--- src/verilog/ssc_defs.vh ---
// Purpose: shared constants for the soft error status controller
// Assumes: included by bare name from every design file
// Notes:   definitions only, no logic
`ifndef SSC_DEFS_VH
`define SSC_DEFS_VH

// ----------------------------------------------------------------------
// widths and timing
// ----------------------------------------------------------------------
`define SSC_ICAP_W 32
`define SSC_FAR_W 26
`define SSC_HB_PERIOD 64
`define SSC_RD_LAT 3
`define SSC_RST_LEN 8

// ----------------------------------------------------------------------
// register offsets (byte addresses, one word each)
// ----------------------------------------------------------------------
`define SSC_A_CTRL 8'h00
`define SSC_A_CMD 8'h04
`define SSC_A_INJ 8'h08
`define SSC_A_STAT 8'h0C
`define SSC_A_FAR 8'h10
`define SSC_A_ELO 8'h14
`define SSC_A_EHI 8'h18
`define SSC_A_INIT 8'h1C

// ----------------------------------------------------------------------
// field positions
// ----------------------------------------------------------------------
`define SSC_B_CORR_EN 0
`define SSC_B_CLASS_EN 1
`define SSC_B_GO_IDLE 0
`define SSC_B_RESUME 1
`define SSC_B_INJECT 2
`define SSC_B_UNCORR 5
`define SSC_B_ESS 6

// ----------------------------------------------------------------------
// reset values
// ----------------------------------------------------------------------
`define SSC_CTRL_RST 2'h3
`define SSC_WORD_RST 32'h0000_0000
`define SSC_ZERO_ST 5'h00
`define SSC_CNT_ZERO 4'h0

`endif

--- src/verilog/ssc_rst_gen.v ---
// Purpose: internal synchronous reset made from global set/reset release
// Assumes: global_set_reset is the asynchronous rst input
// Notes:   holds srst for RST_LEN clocks after release
`timescale 1ns/1ps
`include "ssc_defs.vh"

module ssc_rst_gen #(
    parameter RST_LEN = `SSC_RST_LEN
) (
    // clock and global set/reset
    input wire clk_sys,
    input wire rst,
    // internal synchronous reset
    output reg srst_reg
);

// ----------------------------------------------------------------------
// release counter
// ----------------------------------------------------------------------
reg [7:0] cnt_reg; // cycles counted since release

// counts only after the global reset lets go, so every flip-flop
// sees RST_LEN clocked reset cycles
always @(posedge clk_sys or posedge rst) begin
    if (rst) begin
        cnt_reg <= 8'h00;
        srst_reg <= 1'b1;
    end else if (cnt_reg != RST_LEN[7:0] - 8'h01) begin
        cnt_reg <= cnt_reg + 8'h01;
        srst_reg <= 1'b1;
    end else begin
        srst_reg <= 1'b0;
    end
end

endmodule

--- src/verilog/ssc_beat.v ---
// Purpose: heartbeat pulse generator for the status outputs
// Assumes: enable is a registered level in the same clock domain
// Notes:   PERIOD must not exceed 128 cycles
`timescale 1ns/1ps
`include "ssc_defs.vh"

module ssc_beat #(
    parameter PERIOD = `SSC_HB_PERIOD
) (
    // clock and resets
    input wire clk_sys,
    input wire rst,
    input wire srst,
    // control
    input wire enable,
    // one-cycle pulse
    output reg beat_reg
);

// ----------------------------------------------------------------------
// period counter
// ----------------------------------------------------------------------
reg [7:0] cnt_reg; // position in the period

// free running while enabled; restarts on enable so the first pulse
// still comes within one period of observation starting
always @(posedge clk_sys or posedge rst) begin
    if (rst) begin
        cnt_reg <= 8'h00;
        beat_reg <= 1'b0;
    end else if (srst || !enable) begin
        cnt_reg <= 8'h00;
        beat_reg <= 1'b0;
    end else if (cnt_reg == PERIOD[7:0] - 8'h01) begin
        cnt_reg <= 8'h00;
        beat_reg <= 1'b1;
    end else begin
        cnt_reg <= cnt_reg + 8'h01;
        beat_reg <= 1'b0;
    end
end

endmodule

--- src/verilog/ssc_top.v ---
// Purpose: state, status and configuration-port control of the soft
//          error controller
// Assumes: one clock clk_sys; rst is the global set/reset
// Notes:   registers on a plain strobe port, read data one cycle later
//
// How it works
// internal sync reset after global release
// single rising-edge clock for everything
// 32-bit port read and write buses
// active-low chip select and read/write
// integrator feeds same clock to port
// integrator leaves request output open
// stay initializing while grant is low
// accept all scan checker inputs
// heartbeat pulse within 128 cycles observing
// heartbeat unspecified outside observation
// initialization indicator, once after start
// observation indicator, also while querying
// correction indicator, even when disabled
// classification indicator, even when disabled
// injection indicator until injection done
// essential flag set before leaving classification
// uncorrectable flag set before leaving correction
// idle shows all five indicators low
// halted shows all five indicators high
// injection indicator acknowledges accepted command
// otherwise exactly one indicator high
//
// The implementer's own choices: the strobed register port and the register offsets.
`timescale 1ns/1ps
`include "ssc_defs.vh"

module ssc_top #(
    parameter ICAP_W = `SSC_ICAP_W,
    parameter FAR_W = `SSC_FAR_W,
    parameter RD_LAT = `SSC_RD_LAT,
    parameter HB_PERIOD = `SSC_HB_PERIOD,
    parameter RST_LEN = `SSC_RST_LEN
) (
    // clock and global set/reset
    input wire clk_sys,
    input wire rst,
    // register port
    input wire [7:0] reg_addr,
    input wire [31:0] reg_wdata,
    input wire reg_wr,
    input wire reg_rd,
    output reg [31:0] reg_rdata,
    // configuration access port
    input wire [ICAP_W-1:0] icap_o,
    output reg icap_csib,
    output reg icap_rdwrb,
    output reg [ICAP_W-1:0] icap_i,
    output reg icap_request,
    input wire icap_grant,
    // scan checker
    input wire fecc_crcerr,
    input wire fecc_eccerr,
    input wire fecc_eccerrsingle,
    input wire fecc_syndromevalid,
    input wire [12:0] fecc_syndrome,
    input wire [FAR_W-1:0] fecc_far,
    input wire [4:0] fecc_synbit,
    input wire [6:0] fecc_synword,
    // status
    output wire status_heartbeat,
    output reg status_initialization,
    output reg status_observation,
    output reg status_correction,
    output reg status_classification,
    output reg status_injection,
    output reg status_essential,
    output reg status_uncorrectable
);

// ----------------------------------------------------------------------
// states, one-hot
// ----------------------------------------------------------------------
localparam ST_INIT = 7'b000_0001;
localparam ST_OBS = 7'b000_0010;
localparam ST_CORR = 7'b000_0100;
localparam ST_CLASS = 7'b000_1000;
localparam ST_INJ = 7'b001_0000;
localparam ST_IDLE = 7'b010_0000;
localparam ST_HALT = 7'b100_0000;

// indicator code {inj, class, corr, obs, init} for a state
function [4:0] ind_code;
    input [6:0] st;
    begin
        case (st)
            ST_INIT: ind_code = 5'h01;
            ST_OBS: ind_code = 5'h02;
            ST_CORR: ind_code = 5'h04;
            ST_CLASS: ind_code = 5'h08;
            ST_INJ: ind_code = 5'h10;
            ST_IDLE: ind_code = `SSC_ZERO_ST;
            ST_HALT: ind_code = 5'h1F;
            default: ind_code = 5'h1F;
        endcase
    end
endfunction

// ----------------------------------------------------------------------
// declarations
// ----------------------------------------------------------------------
wire srst; // internal synchronous reset
reg [6:0] state_reg; // controller state
reg [6:0] state_next; // state after this edge
reg [3:0] cnt_reg; // step within a state
reg [1:0] ctrl_reg; // correction and classification enables
reg [ICAP_W-1:0] inj_reg; // injection address word
reg [31:0] elo_reg; // lowest essential frame address
reg [31:0] ehi_reg; // highest essential frame address
reg [ICAP_W-1:0] init_word_reg; // word read during initialization
reg [FAR_W-1:0] far_reg; // captured frame address
reg [6:0] word_reg; // captured word index
reg [4:0] bit_reg; // captured bit index
reg [12:0] syn_reg; // captured syndrome
reg fixable_reg; // error is a single correctable bit
reg pend_reg; // detection seen, details being queried
// command strobes from a write to the command register
wire wr_cmd = reg_wr && (reg_addr == `SSC_A_CMD);
wire cmd_idle = wr_cmd && reg_wdata[`SSC_B_GO_IDLE];
wire cmd_resume = wr_cmd && reg_wdata[`SSC_B_RESUME];
wire cmd_inject = wr_cmd && reg_wdata[`SSC_B_INJECT];
// frame address widened for the essential range compare
wire [31:0] far_ext = {{(32-FAR_W){1'b0}}, far_reg};
wire in_range = (far_ext >= elo_reg) && (far_ext <= ehi_reg);

// ----------------------------------------------------------------------
// leaf blocks
// ----------------------------------------------------------------------
ssc_rst_gen #(.RST_LEN(RST_LEN)) u_rst (
    .clk_sys(clk_sys),
    .rst(rst),
    .srst_reg(srst)
);

// enable is the registered observation indicator
ssc_beat #(.PERIOD(HB_PERIOD)) u_beat (
    .clk_sys(clk_sys),
    .rst(rst),
    .srst(srst),
    .enable(status_observation),
    .beat_reg(status_heartbeat)
);

// ----------------------------------------------------------------------
// next state
// ----------------------------------------------------------------------
// correction and classification exits wait for the step count, so flags settle one edge before
always @* begin
    state_next = state_reg;
    case (state_reg)
        ST_INIT: begin
            if (icap_grant && cnt_reg == RD_LAT[3:0])
                state_next = ST_OBS;
        end
        ST_OBS: begin
            if (pend_reg)
                state_next = ST_CORR;
            else if (cmd_idle)
                state_next = ST_IDLE;
        end
        ST_CORR: begin
            if (cnt_reg == 4'h3)
                state_next = ST_CLASS;
        end
        ST_CLASS: begin
            if (cnt_reg == 4'h1) begin
                if (status_uncorrectable && status_essential)
                    state_next = ST_HALT;
                else
                    state_next = ST_OBS;
            end
        end
        ST_INJ: begin
            if (cnt_reg == 4'h1)
                state_next = ST_IDLE;
        end
        ST_IDLE: begin
            if (cmd_inject)
                state_next = ST_INJ;
            else if (cmd_resume)
                state_next = ST_OBS;
        end
        ST_HALT: state_next = ST_HALT;
        default: state_next = ST_HALT;
    endcase
end

// ----------------------------------------------------------------------
// state, indicators and port drive
// ----------------------------------------------------------------------
// indicators follow state_next: same edge as state, from flip-flops
always @(posedge clk_sys or posedge rst) begin
    if (rst) begin
        state_reg <= ST_INIT;
        cnt_reg <= `SSC_CNT_ZERO;
        {status_injection, status_classification, status_correction,
            status_observation, status_initialization} <= 5'h01;
        status_essential <= 1'b0;
        status_uncorrectable <= 1'b0;
        icap_csib <= 1'b1;
        icap_rdwrb <= 1'b1;
        icap_i <= `SSC_WORD_RST;
        icap_request <= 1'b0;
        init_word_reg <= `SSC_WORD_RST;
        far_reg <= {FAR_W{1'b0}};
        word_reg <= 7'h00;
        bit_reg <= 5'h00;
        syn_reg <= 13'h0000;
        fixable_reg <= 1'b0;
        pend_reg <= 1'b0;
    end else if (srst) begin
        state_reg <= ST_INIT;
        cnt_reg <= `SSC_CNT_ZERO;
        {status_injection, status_classification, status_correction,
            status_observation, status_initialization} <= 5'h01;
        status_essential <= 1'b0;
        status_uncorrectable <= 1'b0;
        icap_csib <= 1'b1;
        icap_rdwrb <= 1'b1;
        icap_i <= `SSC_WORD_RST;
        init_word_reg <= `SSC_WORD_RST;
        pend_reg <= 1'b0;
    end else begin
        state_reg <= state_next;

        {status_injection, status_classification, status_correction,
            status_observation, status_initialization} <=
            ind_code(state_next);
        cnt_reg <= (state_next != state_reg) ? `SSC_CNT_ZERO
                                             : cnt_reg + 4'h1;
        icap_csib <= 1'b1; // deselected unless a step below drives it
        icap_rdwrb <= 1'b1;
        icap_request <= 1'b0;
        case (state_reg)
            ST_INIT: begin
                if (!icap_grant)
                    cnt_reg <= `SSC_CNT_ZERO;
                else if (cnt_reg == 4'h0)
                    icap_csib <= 1'b0;
                else if (cnt_reg == RD_LAT[3:0])
                    init_word_reg <= icap_o;
            end
            ST_OBS: begin
                // first cycle of a detection: query details, stay here
                if (!pend_reg && (fecc_crcerr ||
                        (fecc_eccerr && fecc_syndromevalid))) begin
                    pend_reg <= 1'b1;
                    far_reg <= fecc_far;
                    word_reg <= fecc_synword;
                    bit_reg <= fecc_synbit;
                    syn_reg <= fecc_syndrome;
                    fixable_reg <= !fecc_crcerr && fecc_eccerrsingle;
                end else begin
                    pend_reg <= 1'b0;
                end
            end
            ST_CORR: begin
                // two back-to-back words: frame, then syndrome detail
                if (fixable_reg && ctrl_reg[`SSC_B_CORR_EN] &&
                        cnt_reg < 4'h2) begin
                    icap_csib <= 1'b0;
                    icap_rdwrb <= 1'b0;
                    icap_i <= (cnt_reg == 4'h0) ?
                        {{(ICAP_W-FAR_W){1'b0}}, far_reg} :
                        {{(ICAP_W-25){1'b0}}, syn_reg, word_reg, bit_reg};
                end
                if (cnt_reg == 4'h2)
                    status_uncorrectable <=
                        !(fixable_reg && ctrl_reg[`SSC_B_CORR_EN]);
            end
            ST_CLASS: begin
                if (cnt_reg == 4'h0)
                    status_essential <= ctrl_reg[`SSC_B_CLASS_EN] ?
                        in_range : 1'b1;
            end
            ST_INJ: begin
                if (cnt_reg == 4'h0) begin
                    icap_csib <= 1'b0;
                    icap_rdwrb <= 1'b0;
                    icap_i <= inj_reg;
                end
            end
            default: icap_csib <= 1'b1; // idle and halt leave port alone
        endcase
    end
end

// ----------------------------------------------------------------------
// software registers
// ----------------------------------------------------------------------
// essential range defaults to all, so unset classification is safe
always @(posedge clk_sys or posedge rst) begin
    if (rst) begin
        ctrl_reg <= `SSC_CTRL_RST;
        inj_reg <= `SSC_WORD_RST;
        elo_reg <= 32'h0000_0000;
        ehi_reg <= 32'hFFFF_FFFF;
    end else if (srst) begin
        ctrl_reg <= `SSC_CTRL_RST;
    end else if (reg_wr) begin
        case (reg_addr)
            `SSC_A_CTRL: ctrl_reg <= reg_wdata[1:0];
            `SSC_A_INJ: inj_reg <= reg_wdata;
            `SSC_A_ELO: elo_reg <= reg_wdata;
            `SSC_A_EHI: ehi_reg <= reg_wdata;
            default: ctrl_reg <= ctrl_reg; // others ignored
        endcase
    end
end

// ----------------------------------------------------------------------
// read port
// ----------------------------------------------------------------------
// data stand only in the cycle after the strobe; unmapped reads zero
always @(posedge clk_sys or posedge rst) begin
    if (rst) begin
        reg_rdata <= `SSC_WORD_RST;
    end else if (!reg_rd) begin
        reg_rdata <= `SSC_WORD_RST;
    end else begin
        case (reg_addr)
            `SSC_A_CTRL: reg_rdata <= {30'h0000_0000, ctrl_reg};
            `SSC_A_INJ: reg_rdata <= inj_reg;
            `SSC_A_STAT: reg_rdata <= {25'h000_0000, status_essential,
                status_uncorrectable, status_injection,
                status_classification, status_correction,
                status_observation, status_initialization};
            `SSC_A_FAR: reg_rdata <= far_ext;
            `SSC_A_ELO: reg_rdata <= elo_reg;
            `SSC_A_EHI: reg_rdata <= ehi_reg;
            `SSC_A_INIT: reg_rdata <= init_word_reg;
            default: reg_rdata <= `SSC_WORD_RST;
        endcase
    end
end

endmodule

--- config.mk ---
export PLATFORM = sky130hd
export DESIGN_NAME = ssc_top
export DESIGN_NICKNAME = d
export VERILOG_FILES = /design/src/verilog/ssc_rst_gen.v /design/src/verilog/ssc_beat.v /design/src/verilog/ssc_top.v
export VERILOG_INCLUDE_DIRS = /design/src /design/src/verilog
export SDC_FILE = /design/constraint.sdc
export NUM_CORES = 1
export LEC_CHECK = 0
export CAP_MARGIN = 20
export CORE_UTILIZATION = 53
export CTS_BUF_LIST = sky130_fd_sc_hd__clkbuf_4 sky130_fd_sc_hd__clkbuf_8
export DETAILED_ROUTE_END_ITERATION = 16
export DONT_BUFFER_PORTS = 1
export HOLD_SLACK_MARGIN = 0.15
export PLACE_DENSITY = 0.68
export SYNTH_ARGS = -nofsm -noshare
export SYNTH_HDL_FRONTEND = slang
export SYNTH_SLANG_ARGS = --single-unit
--- constraint.sdc ---
create_clock -name clk_sys -period 9.5 [get_ports clk_sys]
set_input_delay 0.95 -clock clk_sys [delete_from_list [all_inputs] [get_ports clk_sys]]
set_output_delay 0.95 -clock clk_sys [all_outputs]
set_load 0.01 [all_outputs]
==> results.txt <==
----------------------------------------------------
[CTS]
  Post-cts resize count ... 0
  TritonCTS buffer count ... 48
  Clock Tree Buf Depth ... 3
  Hold-fix buffer count after cts ... 0
  Skew-Pair Late Insertion Delay ... 0.56 ns
  H-tree depth ... 2
  Clock Sinks ... 285
  Root Buffer ... sky130_fd_sc_hd__clkbuf_8
  Clock Pin Slew Worst Setup and Hold Paths ... 0.07 ns
  Postcts setup bufs ... 0
  TritonCTS clock tree ... done

[Die]
  Floorplan die width ... 164 um
  Die area ... 27,000 um^2
  Die Height ... 164 um
  Starting density of the core ... 53.8%
  Core ar. ... 26,000 um^2
  Row Count ... 59
  Top-level port count ... 207

[Synthesis]
  Number of warnings reported in the yosys synthesis log ... 0
  Synthesized area ... 14,000 um^2
  Top FF cell, synth ... sky130_fd_sc_hd__dfrtp_1
  Post-synthesis area per instance ... 11.5 um^2
  Area share of the leading cell type in the synthesized netlist ... 44.0%
  Count of flip-flops with a built-in enable after synthesis ... 0
  Synth Register Bits ... 285
  Cell taking the most area after synthesis ... sky130_fd_sc_hd__dfrtp_1
  Share of flip-flops with an asynchronous set or reset ... 100%
  Count of different cell masters after synthesis ... 74
  Synthesized instance count ... 1,217
  Number of nets produced by synthesis ... 1,407
  Leading cell types by total area after synthesis ... sky130_fd_sc_hd__dfrtp_1 44%, sky130_fd_sc_hd__mux2_2 8.5%, sky130_fd_sc_hd__dfstp_2 7.3%
  Portion of the post-synthesis area used by sequential elements ... 51.4%

[Setup path]
  R2R depth ... 7
  Crit path capture type ... flop
  Biggest fanout along the worst timing path ... 19
  CP Data Arrival Time ... 3.90 ns
  Launching element type of the critical path ... flop
  Type of the worst setup path ... reg -> reg
  Data required, critical path ... 9.96 ns

[GRT]
  GR Util All Layers ... 27.1%
  First-pass GRT wire length ... 55.6 mm
  Largest net degree at the start of global routing ... 138
  Antenna violations before repair ... 3
  Gr ovfl total ... 0
  Via count of the first global-routing pass ... 9,479

[Power and ir drop]
  Total power divided by cell area ... 189 nW/um^2
  Max IR drop VDD ... 146 uV
  Leakage power ... 6.81 nW

[Final layout]
  Leading cell type in the layout, fill and taps excluded ... sky130_fd_sc_hd__dfrtp_1
  Fraction of layout cells with a size suffix above 1 ... 22.8%
  Area growth from synthesis to layout ... 9.54%
  Leading cell types in the layout, fill and taps excluded ... 246 x sky130_fd_sc_hd__dfrtp_1, 106 x sky130_fd_sc_hd__mux2_2, 105 x sky130_fd_sc_hd__nand2_1
  Final #Nets ... 1,396

[Timing]
  RSZ-0062 raised after global routing ... no
  Hold_ws ... 0.449 ns
  Final clock period utilization by the worst path ... 36.3%
  Transition time at the pin with the least slew margin ... 1.06 ns
  Setup Viol. Count Final ... 0
  Setup TNS after final layout ... 0 ns
  Post-layout minimum cycle time ... 3.44 ns
  Max_slew headroom ... 29.3%
  Fmax ... 290 MHz
  Final count of pins violating max slew ... 0
  Hold Fails Final Rpt ... 0
  Largest clock skew in the final design ... 0.0107 ns

[Place]
  Number of input and output port buffers inserted ... 0
  Half-perimeter wire length after detailed placement ... 24.0 mm
  Weighted congestion reported at the end of routability-driven placement ... 0.853

[Detailed routing]
  DR vias/cell ... 6.12
  Number of routed nets with antenna violations ... 0
  Detailed Route Iter0 Violations ... 689
  Post-route DRC ... 0
  Number of detailed-routing iterations run before antenna repair ... 5
  Wire length after detailed routing ... 36.4 mm
  Total via count after detailed routing ... 9,680
  Final routed wire length divided by cell count ... 23.0 um

[Hold path]
  Class of the tightest hold or removal check ... in -> async

[Status]
  Status ... finished clean

[Run]
  Maxcap violations ... 0

----------------------------------------------------
-- cells in the mapped netlist (all sizes together) (4+ instances only) --
master    n
a211o     5
a21o      6
a21oi    79
a222oi    4
a22o     32
a22oi    55
a31oi    21
and2      4
and3     11
buf      37
clkbuf   39
dfrtp   246
dfstp    39
ha       58
inv      63
mux2    144
mux2i    31
mux4      5
nand2   106
nand2b   11
nand3    28
nand4     9
nor2     44
nor2b     4
nor3     12
nor3b     4
nor4     10
o211ai   26
o21ai    17
o22ai     4
or3       6
or4       4
xnor2     9
xor2      7
-- area by class of cell --
class | instances | area (um^2)
Fill cell | 2178 | 10700
Sequential cell | 285 | 7180
Inverter | 63 | 244
Antenna cell | 2 | 5.00
Timing Repair Buffer | 15 | 125
Tap cell | 335 | 419
Clock inverter | 10 | 154
Multi-Input combinational cell | 793 | 6200
Clock buffer | 79 | 981
-- path summary, 6_finish.rpt --
| kind | startpoint | end | slack [ns] |
|---|---|---|---|
| setup reg to reg | state_reg[1]$_DFF_PP0_ | icap_i[25]$_DFFE_PP0P_ | 6.06 |
| setup / recovery | state_reg[1]$_DFF_PP0_ | icap_i[25]$_DFFE_PP0P_ | 6.06 |
| min in group clk_sys | u_beat.cnt_reg[0]$_DFF_PP0_ | u_beat.cnt_reg[0]$_DFF_PP0_ | 0.48 |
| hold / removal | rst | icap_i[6]$_DFFE_PP0P_ | 0.45 |
| hold reg to reg | u_beat.cnt_reg[0]$_DFF_PP0_ | u_beat.cnt_reg[0]$_DFF_PP0_ | 0.48 |
| max in group asynchronous | rst | elo_reg[8]$_DFFE_PP0P_ | 7.43 |
-- layer usage --
metal / part of all wire (%) / vias to the layer above / track usage, %
met5: 0.047 / - / 0
met4: 2.0 / 2 / 7.80
met3: 7.4 / 58 / 6.25
met2: 46 / 334 / 42.6
met1: 44 / 4861 / 37.7
li1: - / 4425 / -
-- cell families (layout without fill, tap and decap cells) --
family | after synthesis | count (layout) | share of synthesized area, %
buffers and inverters | 139 | 167 | 4.61
AND/OR/NAND/NOR | 266 | 266 | 9.84
adder cells (fa/ha/maj) | 58 | 58 | 5.19
other | 1 | 3 | 0.0268
AO/OA/AOI/OAI | 272 | 272 | 13.3
XOR/XNOR | 16 | 16 | 1.00
multiplexers | 180 | 180 | 14.6
flip-flops | 285 | 285 | 51.4
-- critical path, cell delays in order, from the launching register on --
cell and delay, ns:
sky130_fd_sc_hd__dfrtp_1 0.56, sky130_fd_sc_hd__nor4_2 0.49, sky130_fd_sc_hd__and4_1 0.55, sky130_fd_sc_hd__nor2_1 0.21
sky130_fd_sc_hd__nor3_4 0.75, sky130_fd_sc_hd__buf_4 0.44, sky130_fd_sc_hd__nor2_1 0.07, sky130_fd_sc_hd__a311oi_1 0.26
-- stage by stage --
stage          power (mW)  utilization [%]  setup WS [ns]  cells  cell area, um^2
2_1_floorplan        1.58                -          0.751   1217            14000
3_3_place_gp         1.64             54.5           5.59   1490            14200
3_5_place_dp         1.65             54.5           5.52   1490            14200
4_1_cts              2.92             58.8           6.03   1579            15300
5_1_grt              3.01             58.9           5.83   1581            15300
6_report             2.89             58.9           6.06   1582            15300
-- power by group --
group          switching [mW]  internal [mW]  leakage, nW
clock network           0.504          0.762        0.605
registers              0.0625           1.28         3.69
logic                   0.152          0.130         2.51
No activity file was read; power rests on OpenSTA's default activity.
